### src/hw/sei_pkg.sv
// Constants shared by the servo-enable interlock design files.
// Assumes a 32-bit AHB-Lite register bus with word-aligned registers.
package sei_pkg;

    // ------------------------------------------------------------
    // Register byte offsets
    // ------------------------------------------------------------
    localparam logic [7:0] SEI_OFS_CTRL = 8'h00;
    localparam logic [7:0] SEI_OFS_HOST = 8'h04;
    localparam logic [7:0] SEI_OFS_MASK = 8'h08;
    localparam logic [7:0] SEI_OFS_FAULT = 8'h0C;
    localparam logic [7:0] SEI_OFS_IRQ_STAT = 8'h10;
    localparam logic [7:0] SEI_OFS_IRQ_MASK = 8'h14;

    // ------------------------------------------------------------
    // Field positions
    // ------------------------------------------------------------
    localparam int SEI_CTRL_SWITCH_BIT = 0;
    localparam int SEI_CTRL_FCLR_BIT = 1;
    localparam int SEI_HOST_PERMIT_BIT = 1;
    localparam int SEI_FAULT_CODE_LSB = 0;
    localparam int SEI_FAULT_AXIS_LSB = 8;
    localparam int SEI_IRQ_FAULT_BIT = 0;
    localparam int SEI_IRQ_PERMIT_LOST_BIT = 1;
    localparam int SEI_IRQ_FORCED_OFF_BIT = 2;
    localparam int SEI_IRQ_W = 3;

    // ------------------------------------------------------------
    // Widths, codes and reset values
    // ------------------------------------------------------------
    localparam int SEI_CODE_W = 8;
    localparam int SEI_HOST_W = 16;
    localparam int SEI_DATA_W = 32;
    localparam logic [SEI_CODE_W-1:0] SEI_CODE_NONE = 8'h00;
    localparam logic [SEI_CODE_W-1:0] SEI_CODE_MASK_MATCH = 8'h01;
    localparam logic [1:0] SEI_HTRANS_NONSEQ = 2'h2;
    localparam logic SEI_HRESP_OKAY = 1'b0;

endpackage

### src/hw/sei_fault_if.sv
// Interface carrying per-axis fault matches to the interlock core.
// Assumes both ends share one clock; signals are plain levels.
`timescale 1ns/10ps
`default_nettype none

interface sei_fault_if #(
    parameter int NAXES = 8,
    parameter int AXW = 3
);
    logic [NAXES-1:0] hit;
    logic any_hit;
    logic [AXW-1:0] first_axis;

    modport det (
        output hit,
        output any_hit,
        output first_axis
    );
    modport ctl (
        input hit,
        input any_hit,
        input first_axis
    );
endinterface

`default_nettype wire

### src/hw/sei_fault_detect.sv
// Per-axis comparison of condition words against the fault mask.
// Assumes synchronised condition words and a registered mask.
`timescale 1ns/10ps
`default_nettype none

module sei_fault_detect #(
    parameter int NAXES = 8,
    parameter int WORD_W = 16,
    parameter int AXW = 3
) (
    // Inputs
    input wire logic [NAXES*WORD_W-1:0] cond_words,
    input wire logic [WORD_W-1:0] mask,
    // Result
    sei_fault_if.det flt
);
    import sei_pkg::*;

    // ------------------------------------------------------------
    // Per-axis match
    // ------------------------------------------------------------
    // match per axis
    for (genvar a = 0; a < NAXES; a++)
    begin : g_axis
        assign flt.hit[a] = |(cond_words[a*WORD_W +: WORD_W] & mask);
    end

    assign flt.any_hit = |flt.hit;

    // ------------------------------------------------------------
    // Lowest matching axis wins on a tie
    // ------------------------------------------------------------
    always_comb
    begin
        flt.first_axis = '0;
        for (int i = NAXES - 1; i >= 0; i--)
        begin
            if (flt.hit[i])
            begin
                flt.first_axis = AXW'(i);
            end
        end
    end

endmodule // sei_fault_detect

`default_nettype wire

### src/hw/sei_top.sv
// Servo-enable interlock: switch, host permit gating, axis fault latch.
// Assumes an AHB-Lite master on hclk; host word and axis words arrive
// from outside the clock domain and are resynchronised here.
//
// The AHB-Lite slave port and the address map were left to the implementer.
`timescale 1ns/10ps
`default_nettype none

module sei_top #(
    parameter int NAXES = 8,
    parameter int WORD_W = 16
) (
    // Clock and reset
    input wire logic hclk,
    input wire logic hresetn,
    // AHB-Lite slave
    input wire logic hsel,
    input wire logic [31:0] haddr,
    input wire logic [1:0] htrans,
    input wire logic hwrite,
    input wire logic [2:0] hsize,
    input wire logic [sei_pkg::SEI_DATA_W-1:0] hwdata,
    input wire logic hready,
    output logic [sei_pkg::SEI_DATA_W-1:0] hrdata,
    output logic hreadyout,
    output logic hresp,
    // Host processor control word
    input wire logic [sei_pkg::SEI_HOST_W-1:0] host_ctrl_word,
    // Axis condition words, axis 0 in the low bits
    input wire logic [NAXES*WORD_W-1:0] axis_condition_word,
    // Drive and status outputs
    output logic servo_on,
    output logic [sei_pkg::SEI_CODE_W-1:0] motion_fault_code,
    output logic [$clog2(NAXES)-1:0] first_faulting_axis,
    output logic irq
);
    import sei_pkg::*;

    localparam int AXW = $clog2(NAXES);

    // ------------------------------------------------------------
    // Input synchronisers
    // ------------------------------------------------------------
    logic [SEI_HOST_W-1:0] host_s1_q;
    logic [SEI_HOST_W-1:0] host_s2_q;
    logic [NAXES*WORD_W-1:0] axis_s1_q;
    logic [NAXES*WORD_W-1:0] axis_s2_q;

    // Words are status levels; a torn sample lasts one cycle at most
    always_ff @(posedge hclk or negedge hresetn)
    begin
        if (!hresetn)
        begin
            host_s1_q <= '0;
            host_s2_q <= '0;
            axis_s1_q <= '0;
            axis_s2_q <= '0;
        end
        else
        begin
            host_s1_q <= host_ctrl_word;
            host_s2_q <= host_s1_q;
            axis_s1_q <= axis_condition_word;
            axis_s2_q <= axis_s1_q;
        end
    end

    logic permit;
    logic permit_prev_q;

    assign permit = host_s2_q[SEI_HOST_PERMIT_BIT];

    always_ff @(posedge hclk or negedge hresetn)
    begin
        if (!hresetn)
        begin
            permit_prev_q <= 1'b0;
        end
        else
        begin
            permit_prev_q <= permit;
        end
    end

    // ------------------------------------------------------------
    // AHB-Lite address and data phase
    // ------------------------------------------------------------
    logic addr_valid;
    logic wr_pend_q;
    logic [7:0] wr_addr_q;
    logic [7:0] rd_addr;

    // Only whole-word transfers are defined; other sizes act as words
    assign addr_valid = hsel && hready && htrans[1];
    assign rd_addr = {haddr[7:2], 2'b00};
    assign hreadyout = 1'b1;
    assign hresp = SEI_HRESP_OKAY;

    always_ff @(posedge hclk or negedge hresetn)
    begin
        if (!hresetn)
        begin
            wr_pend_q <= 1'b0;
            wr_addr_q <= '0;
        end
        else
        begin
            wr_pend_q <= addr_valid && hwrite;
            if (addr_valid)
            begin
                wr_addr_q <= rd_addr;
            end
        end
    end

    logic wr_ctrl;
    logic wr_mask;
    logic wr_irq_stat;
    logic wr_irq_mask;

    assign wr_ctrl = wr_pend_q && (wr_addr_q == SEI_OFS_CTRL);
    assign wr_mask = wr_pend_q && (wr_addr_q == SEI_OFS_MASK);
    assign wr_irq_stat = wr_pend_q && (wr_addr_q == SEI_OFS_IRQ_STAT);
    assign wr_irq_mask = wr_pend_q && (wr_addr_q == SEI_OFS_IRQ_MASK);

    // ------------------------------------------------------------
    // Fault mask register and detector
    // ------------------------------------------------------------
    logic [WORD_W-1:0] fault_select_mask_q;

    always_ff @(posedge hclk or negedge hresetn)
    begin
        if (!hresetn)
        begin
            fault_select_mask_q <= '0;
        end
        else if (wr_mask)
        begin
            fault_select_mask_q <= hwdata[WORD_W-1:0];
        end
    end

    sei_fault_if #(.NAXES(NAXES), .AXW(AXW)) flt ();

    sei_fault_detect #(
        .NAXES(NAXES),
        .WORD_W(WORD_W),
        .AXW(AXW)
    ) u_detect (
        .cond_words(axis_s2_q),
        .mask(fault_select_mask_q),
        .flt(flt.det)
    );

    // ------------------------------------------------------------
    // Fault latch
    // ------------------------------------------------------------
    logic [SEI_CODE_W-1:0] fault_code_q;
    logic [SEI_CODE_W-1:0] fault_code_d;
    logic [AXW-1:0] fault_axis_q;
    logic [AXW-1:0] fault_axis_d;
    logic fault_clear;
    logic fault_new;

    assign fault_clear = wr_ctrl && hwdata[SEI_CTRL_FCLR_BIT];
    // A match in the clearing cycle re-latches at once
    assign fault_new = flt.any_hit && ((fault_code_q == SEI_CODE_NONE) || fault_clear);

    always_comb
    begin
        fault_code_d = fault_code_q;
        fault_axis_d = fault_axis_q;
        if (fault_clear)
        begin
            fault_code_d = SEI_CODE_NONE;
            fault_axis_d = '0;
        end
        if (fault_new)
        begin
            fault_code_d = SEI_CODE_MASK_MATCH;
            fault_axis_d = flt.first_axis;
        end
    end

    always_ff @(posedge hclk or negedge hresetn)
    begin
        if (!hresetn)
        begin
            fault_code_q <= SEI_CODE_NONE;
            fault_axis_q <= '0;
        end
        else
        begin
            fault_code_q <= fault_code_d;
            fault_axis_q <= fault_axis_d;
        end
    end

    // ------------------------------------------------------------
    // Enable switch
    // ------------------------------------------------------------
    logic switch_q;
    logic switch_d;

    always_comb
    begin
        switch_d = switch_q;
        if (wr_ctrl)
        begin
            switch_d = hwdata[SEI_CTRL_SWITCH_BIT] && permit &&
                       (fault_code_q == SEI_CODE_NONE);
        end
        if (!permit)
        begin
            switch_d = 1'b0;
        end
        if (flt.any_hit)
        begin
            switch_d = 1'b0;
        end
    end

    always_ff @(posedge hclk or negedge hresetn)
    begin
        if (!hresetn)
        begin
            switch_q <= 1'b0;
        end
        else
        begin
            switch_q <= switch_d;
        end
    end

    assign servo_on = switch_q;
    assign motion_fault_code = fault_code_q;
    assign first_faulting_axis = fault_axis_q;

    // ------------------------------------------------------------
    // Interrupt status and mask
    // ------------------------------------------------------------
    logic [SEI_IRQ_W-1:0] irq_stat_q;
    logic [SEI_IRQ_W-1:0] irq_stat_d;
    logic [SEI_IRQ_W-1:0] irq_mask_q;
    logic [SEI_IRQ_W-1:0] irq_event;

    always_comb
    begin
        irq_event = '0;
        irq_event[SEI_IRQ_FAULT_BIT] = fault_new;
        irq_event[SEI_IRQ_PERMIT_LOST_BIT] = permit_prev_q && !permit;
        irq_event[SEI_IRQ_FORCED_OFF_BIT] = switch_q && (flt.any_hit || !permit);
        irq_stat_d = irq_stat_q;
        if (wr_irq_stat)
        begin
            irq_stat_d = irq_stat_q & ~hwdata[SEI_IRQ_W-1:0];
        end
        // New events win over a same-cycle clear
        irq_stat_d = irq_stat_d | irq_event;
    end

    always_ff @(posedge hclk or negedge hresetn)
    begin
        if (!hresetn)
        begin
            irq_stat_q <= '0;
            irq_mask_q <= '0;
        end
        else
        begin
            irq_stat_q <= irq_stat_d;
            if (wr_irq_mask)
            begin
                irq_mask_q <= hwdata[SEI_IRQ_W-1:0];
            end
        end
    end

    assign irq = |(irq_stat_q & irq_mask_q);

    // ------------------------------------------------------------
    // Read data, registered in the address phase
    // ------------------------------------------------------------
    logic [SEI_DATA_W-1:0] rdata_d;
    logic [SEI_DATA_W-1:0] rdata_q;

    always_comb
    begin
        rdata_d = '0;
        unique case (rd_addr)
            SEI_OFS_CTRL:
            begin
                rdata_d[SEI_CTRL_SWITCH_BIT] = switch_q;
            end
            SEI_OFS_HOST:
            begin
                rdata_d[SEI_HOST_W-1:0] = host_s2_q;
            end
            SEI_OFS_MASK:
            begin
                rdata_d[WORD_W-1:0] = fault_select_mask_q;
            end
            SEI_OFS_FAULT:
            begin
                rdata_d[SEI_FAULT_CODE_LSB +: SEI_CODE_W] = fault_code_q;
                rdata_d[SEI_FAULT_AXIS_LSB +: AXW] = fault_axis_q;
            end
            SEI_OFS_IRQ_STAT:
            begin
                rdata_d[SEI_IRQ_W-1:0] = irq_stat_q;
            end
            SEI_OFS_IRQ_MASK:
            begin
                rdata_d[SEI_IRQ_W-1:0] = irq_mask_q;
            end
            default:
            begin
                rdata_d = '0;
            end
        endcase
    end

    always_ff @(posedge hclk or negedge hresetn)
    begin
        if (!hresetn)
        begin
            rdata_q <= '0;
        end
        else if (addr_valid && !hwrite)
        begin
            rdata_q <= rdata_d;
        end
    end

    assign hrdata = rdata_q;

endmodule // sei_top

`default_nettype wire

### config.mk
export PLATFORM = sky130hd
export DESIGN_NAME = sei_top
export DESIGN_NICKNAME = d
export VERILOG_FILES = /design/src/hw/sei_pkg.sv /design/src/hw/sei_fault_if.sv /design/src/hw/sei_fault_detect.sv /design/src/hw/sei_top.sv
export SDC_FILE = /design/constraint.sdc
export NUM_CORES = 1
export LEC_CHECK = 0
export ABC_AREA = 1
export BUFFER_PORTS_ARGS = -buffer_cell sky130_fd_sc_hd__buf_2
export CAP_MARGIN = 10
export CORE_ASPECT_RATIO = 1.4
export CORE_MARGIN = 2
export CORE_UTILIZATION = 53
export DETAILED_ROUTE_END_ITERATION = 10
export PLACE_DENSITY = 0.87
export RECOVER_POWER = 100
export REMOVE_ABC_BUFFERS = 1
export SYNTH_ARGS = -nofsm -noshare
export SYNTH_HDL_FRONTEND = slang
export SYNTH_SLANG_ARGS = --single-unit
### constraint.sdc
create_clock -name hclk -period 1.9 [get_ports hclk]
set_clock_uncertainty 0.2 [all_clocks]
set_input_delay 0.095 -clock hclk [delete_from_list [all_inputs] [get_ports hclk]]
set_output_delay 0.095 -clock hclk [all_outputs]
set_load 0.05 [all_outputs]
==> results of run 1 <==
## flip-flops by register name, indices dropped and copies added (netlist names)
register and count:
fault_select_mask_q 16, motion_fault_code 1, irq_mask_q 3, servo_on 1, host_s1_q 16, irq_stat_q 3
hrdata 16, axis_s2_q 128, permit_prev_q 1, wr_pend_q 1, first_faulting_axis 3, host_s2_q 16
wr_addr_q 6, axis_s1_q 128
## worst max-delay path by stage
stage,startpoint,to,slack [ns]
after floorplan,wr_addr_q[4],fault_select_mask_q[3],-0.23
after global placement,fault_select_mask_q[0],first_faulting_axis[1],-0.1
after detailed placement,fault_select_mask_q[0],first_faulting_axis[0],-0.12
after CTS,fault_select_mask_q[2],first_faulting_axis[0],-0.03
after global routing,fault_select_mask_q[6],first_faulting_axis[0],-0.28
final,fault_select_mask_q[14],first_faulting_axis[0],-0.27
## worst max-delay path: stages, from the launching register on
cell	delay, ns
dfrtp_2	0.47
buf_6	0.15
nand2_1	0.08
nand2_1	0.07
nor2_2	0.16
nand2_2	0.11
nor2_4	0.12
nand2_2	0.09
nor2_4	0.17
nand2_2	0.08
nand2_4	0.11
nor2_1	0.08
nand2_1	0.09
nand2_1	0.06
## power groups by stage
stage                     clock [mW]  combinational, mW  sequential (mW)
after global routing            6.51               2.43             8.08
after detailed placement           0               1.34             8.14
after CTS                       5.97               1.81             8.01
after global placement             0               1.29             8.10
after floorplan                    0              0.580             8.12
final                           6.19               2.29             8.06
## logic make-up (layout without fill, tap and decap cells)
group	count (synthesis)	after routing	share of synthesized area (%)
compound gates	61	61	3.503
other cells	2	29	0.06849
simple gates	388	388	13.70
buf+inv	89	566	5.157
mux	2	2	0.2054
flops	339	339	77.36
## through the flow
stage | hold WS [ns] | utilization, % | setup WS (ns) | std cells
2_1_floorplan | -0.4006 | - | -0.2269 | 852
3_3_place_gp | -0.1246 | 59.95 | -0.09896 | 1332
3_5_place_dp | -0.1211 | 59.95 | -0.1154 | 1332
4_1_cts | 0.0003038 | 76.41 | -0.02568 | 1614
5_1_grt | -0.006602 | 79.06 | -0.2781 | 1641
6_report | -0.001593 | 79.06 | -0.2714 | 1641
## layout by cell type, fill, tap and decap left out, drive strengths merged
cell type and n:
a21oi 17, a22oi 3, a31oi 6, a32oi 1, buf 178, bufinv 3
clkbuf 114, clkinv 5, clkinvlp 1, conb 25, dfrtp 339, diode 4
dlygate4sd3 226, inv 39, mux2 2, nand2 296, nand3 17, nand4 2
nor2 71, nor4 1, o21ai 34, or3 1
## cell usage after synthesis (all sizes together)
| cell type | instances |
|---|---|
| dfrtp | 339 |
| nand2 | 296 |
| nor2 | 71 |
| buf | 46 |
| inv | 37 |
| o21ai | 34 |
| a21oi | 17 |
| nand3 | 17 |
| a31oi | 6 |
| clkbuf | 6 |
| a22oi | 3 |
| conb | 2 |
| mux2 | 2 |
| nand4 | 2 |
| a32oi | 1 |
| nor4 | 1 |
| or3 | 1 |
## repair_timing
action                                  in CTS  in global routing
hold endpoints to repair                   532                  2
endpoints found under the setup margin      23                 23
hold buffers                               224                  2
pin swaps                                   11                 42
gates cloned                                 1                  1
buffers inserted                             7                 20
resized for setup                           41                147
## layer usage
layer / vias up / track usage (%) / share of wire [%]
met4: 0 / 24.58 / 10
met5: - / 0 / 0
met3: 230 / 4.401 / 6.9
met2: 623 / 59.71 / 54
met1: 4352 / 31.83 / 29
li1: 3633 / - / -
## area by class of cell
cell class / count / area, sq um / area share [%]
clock inverters: 11 / 143.9 / 0.8921
inverters: 37 / 138.9 / 0.8611
repair buffers: 479 / 3781 / 23.44
well taps: 256 / 320.3 / 1.986
diodes: 4 / 10.01 / 0.06206
clock buffers: 39 / 813.3 / 5.042
multi-input cells: 476 / 2419 / 14.99
flip-flops and latches: 339 / 8503 / 52.72
==> flow_metrics.py, run 1 <==
metrics = {
    "drt": {
        "dr_total_vias": 8838,
        "viasPerCell": 5.386,
        "drtIter0Drc": 929,
        "dr.pass1.iters": 6,
        "ant_nets": 0,
        "wl_microns": 39060,
        "wl_per_cell_microns": 23.80,
        "route.detailed.drc": 0,
    },
    "global_routing": {
        "grt_pass1_vias": 9365,
        "grt_max_degree": 63,
        "grt_pass1_wl_microns": 52270,
        "grt_usage_pct": 32.16,
        "grt_overflow": 0,
        "grt_antenna_before_repair": 4,
    },
    "setup_path": {
        "cp-end-kind": "register",
        "path_max_fanout": 7,
        "r2r-end": "first_faulting_axis[0]",
        "start_kind": "register",
        "rrSetupSlack_ns": -0.27,
        "required_ns": 2.12,
        "r2r-start": "fault_select_mask_q[14]",
        "arrival_ns": 2.39,
        "rr_worst_depth": 13,
        "crit_type": "reg2reg",
    },
    "sta": {
        "slew_viol_final": 0,
        "period_share_pct": 114.3,
        "setup_viol": 13,
        "hold_viol": 2,
        "rsz0062_at_grt": "true",
        "timing.final.ws_setup_ns": -0.2714,
        "fmax_ghz": 0.4605,
        "slew_headroom_pct": 49.07,
        "tightest_slew_ns": 0.7631,
        "fin_hold_ws_ns": -0.001593,
        "period_minus_slack_ns": 2.171,
        "setup_tns_ns": -1.178,
    },
    "flow_run": {
        "drv_cap": 0,
    },
    "pwr": {
        "p_int_mw": 12.04,
        "ir_drop_mv": 0.9178,
        "power_switching_share_pct": 27.17,
        "power.total_mw": 16.54,
        "p_seq_share_pct": 48.7,
        "p_sw_mw": 4.493,
        "pwr-share-clk_pct": 37.5,
        "p_per_area_nw_per_um2": 1025,
        "p_comb_share_pct": 13.8,
        "p_leak_nw": 7.731,
    },
    "synthesis": {
        "synth_cell_types": 24,
        "ys_seq_area_share_pct": 77.36,
        "netlist_area_sq_um": 10970,
        "ys_warn_count": 0,
        "avgSynthCellArea_sq_um": 12.45,
        "synth_area_leaders": "dfrtp_1, nand2_1, nor2_1",
        "ys_ff_latch": 339,
        "synthCells": 881,
        "synth_top_area_cell": "dfrtp_1",
        "netlist.area_leader.share_pct": 77.36,
    },
    "clock_network": {
        "cts_tree": "yes",
        "clk_path_buf_depth": 3,
        "cts_max_level": 1,
        "clk_latency_ns": 0.54,
        "path_clk_slew_ns": 0.08,
        "clockRootBuffer": "clkbuf_16",
        "cts_made_buffers": 29,
        "cts_sinks": 339,
    },
    "layout": {
        "nets": 1580,
        "drive_above_1_share_pct": 26.72,
        "final_cell_area_sq_um": 16130,
        "syn2layout_area_growth_pct": 47.09,
        "num-fill-cells": 1077,
    },
    "die": {
        "dieArea_sq_um": 21870,
        "coreArea_sq_um": 20400,
        "die_h_microns": 174.2,
        "start_util_pct": 53.75,
        "die_w_microns": 125.6,
        "rows": 62,
        "ios": 265,
    },
    "status": {
        "violations": "negative hold slack, negative setup slack",
        "status": "complete, but fails checks",
    },
    "worst_hold_path": {
        "hold_path_class": "in2reg",
        "worstHoldStart": "host_ctrl_word[9]",
        "holdPathStages": 2,
        "hold_end": "host_s1_q[9]",
    },
    "placement": {
        "dp_hpwl_microns": 17370,
        "io_buffers": 193,
        "routabilityCongestion": 0.8789,
        "post_dp_cell_area_sq_um": 12230,
    },
}
No activity file was read; power rests on OpenSTA's default activity.
==> run 2, diff against run 1 <==
--- a/config.mk
+++ b/config.mk
@@ -10,11 +10,12 @@
 export CAP_MARGIN = 10
 export CORE_ASPECT_RATIO = 1.4
 export CORE_MARGIN = 2
-export CORE_UTILIZATION = 53
+export CORE_UTILIZATION = 52
 export DETAILED_ROUTE_END_ITERATION = 10
-export PLACE_DENSITY = 0.87
+export PLACE_DENSITY = 0.86
 export RECOVER_POWER = 100
 export REMOVE_ABC_BUFFERS = 1
 export SYNTH_ARGS = -nofsm -noshare
 export SYNTH_HDL_FRONTEND = slang
+export SYNTH_HIERARCHICAL = 1
 export SYNTH_SLANG_ARGS = --single-unit
==> flow_metrics.py, run 2 <==
metrics = {
    "setup_path": {
        "crit_type": "reg2reg",
        "max_stage_delay_ns": 0.50,
        "cp-end-kind": "register",
        "arrival_ns": 2.61,
        "crit_slowest_cell": "dfrtp_2",
        "path_max_fanout": 6,
        "cp_cell_sequence": "buf_6 > nand2_1 > nand2_1 > nor2_2 > nand4_1 > buf_4 > inv_1 > nand2_1 > nand2_1 > nand2_1 > a21oi_1 > nand3_1 > nand2_1",
        "start_kind": "register",
        "crit_buf_inv": 3,
        "critical_path.top_delay_family": "simple AND/OR/NAND/NOR gates",
        "crit_path_frequent_cell": "nand2_1",
        "required_ns": 2.18,
    },
    "layout": {
        "seq_area_sq_um": 8501,
        "final_cell_mix": "dfrtp_1, dlygate4sd3_1, nand2_1",
        "multiInputGateArea_sq_um": 2078,
        "nets": 1554,
        "utilization_pct": 78.02,
        "reg_top3": "axis_s1_q x128, axis_s2_q x128",
        "mostFrequentLayoutCell": "dfrtp_1",
        "drive_above_1_share_pct": 22.57,
        "num-fill-cells": 1118,
        "syn2layout_area_growth_pct": 47.21,
    },
    "die": {
        "start_util_pct": 53.00,
        "rows": 62,
        "die_w_microns": 126.3,
        "dieArea_sq_um": 22140,
        "die_h_microns": 175.3,
        "coreArea_sq_um": 20560,
        "ios": 265,
    },
    "pwr": {
        "ir_drop_mv": 0.8500,
        "p_leak_nw": 7.691,
        "p_per_area_nw_per_um2": 1071,
        "power_switching_share_pct": 26.50,
        "pwr-share-clk_pct": 39.6,
        "p_int_mw": 12.63,
        "p_comb_share_pct": 13.2,
        "p_seq_share_pct": 47.1,
        "p_sw_mw": 4.552,
        "power.total_mw": 17.18,
    },
    "drt": {
        "wl_per_cell_microns": 23.03,
        "ant_nets": 0,
        "dr_total_vias": 8558,
        "wl_microns": 37290,
        "viasPerCell": 5.286,
        "drtIter0Drc": 908,
        "route.detailed.drc": 0,
        "dr.pass1.iters": 7,
    },
    "synthesis": {
        "netlist_area_sq_um": 10900,
        "avgSynthCellArea_sq_um": 13.14,
        "ys_warn_count": 6,
        "synthCells": 829,
    },
    "global_routing": {
        "grt_usage_pct": 32.70,
        "grt_max_degree": 56,
        "grt_overflow": 0,
        "grt_pass1_wl_microns": 53930,
        "grt_antenna_before_repair": 2,
        "grt_pass1_vias": 9348,
    },
    "placement": {
        "dp_hpwl_microns": 17630,
        "io_buffers": 193,
        "routabilityCongestion": 0.8512,
    },
    "sta": {
        "timing.final.ws_setup_ns": -0.4310,
        "hold_viol": 2,
        "setup_tns_ns": -3.206,
        "rsz0062_at_grt": "true",
        "setup_viol": 17,
        "fin_hold_ws_ns": -0.008037,
        "slew_viol_final": 0,
        "slew_headroom_pct": 39.10,
        "period_share_pct": 122.7,
        "fmax_ghz": 0.4290,
        "tightest_slew_ns": 0.9135,
        "period_minus_slack_ns": 2.331,
    },
    "clock_network": {
        "clockRootBuffer": "clkbuf_16",
        "cts_max_level": 1,
        "cts_made_buffers": 30,
        "path_clk_slew_ns": 0.07,
        "clk_path_buf_depth": 3,
        "cts_tree": "yes",
        "clk_latency_ns": 0.55,
        "cts_sinks": 339,
    },
    "flow_run": {
        "drv_cap": 0,
    },
    "status": {
        "status": "complete, but fails checks",
        "violations": "negative hold slack, negative setup slack",
    },
    "worst_hold_path": {
        "hold_path_class": "in2reg",
    },
}
==> run 2: power groups by stage <==
stage | sequential (mW) | clock (mW) | combinational (mW)
floorplan | 8.16 | 0 | 0.616
global placement | 8.15 | 0 | 1.41
detailed placement | 8.18 | 0 | 1.45
CTS | 8.05 | 6.57 | 1.99
global route | 8.12 | 7.16 | 2.40
finish | 8.10 | 6.81 | 2.27
==> run 2: path summary, 6_finish.rpt <==
path,from,endpoint,slack (ns),depth (start not counted)
hold reg to reg,axis_s1_q[81],axis_s2_q[81],0.15,0
setup / recovery,fault_select_mask_q[8],first_faulting_axis[0],-0.43,13
min in group asynchronous,hresetn,axis_s2_q[32],0.61,3
setup reg to reg,fault_select_mask_q[8],first_faulting_axis[0],-0.43,13
max in group asynchronous,hresetn,axis_s2_q[13],0.07,4
hold / removal,axis_condition_word[28],axis_s1_q[28],-0.008,2
==> run 2: metrics by stage <==
step,instance area [sq um],worst slack (ns),std cells
2_1_floorplan,10630,0.05244,805
3_3_place_gp,12230,-0.3340,1282
3_5_place_dp,12230,-0.3936,1282
4_1_cts,15900,-0.1904,1591
5_1_grt,16040,-0.4402,1618
6_report,16040,-0.4310,1619
==> run 2: final cells by class <==
type | count | share of cell area (%)
Multi-Input combinational cell | 431 | 12.96
Timing Repair Buffer | 499 | 24.32
Clock buffer | 41 | 5.507
Tap cell | 256 | 1.997
Inverter | 35 | 0.8425
Clock inverter | 15 | 1.334
Sequential cell | 339 | 53.00
Antenna cell | 3 | 0.04681
==> run 2: timing repair <==
item / in CTS / in global routing
hold buffers: 241 / 7
gates resized for setup: 30 / 21
buffers inserted: 12 / 19
setup endpoints to repair: 7 / 10
pin swaps: 11 / 15
hold endpoints to repair: 533 / 7
==> run 2: layer usage <==
metal / share of wire, % / vias to the layer above / global-route usage, %
met5: 0 / - / 0
met2: 53 / 547 / 59.52
li1: - / 3571 / -
met4: 7.5 / 0 / 18.22
met1: 33 / 4251 / 36.15
met3: 5.9 / 189 / 5.452
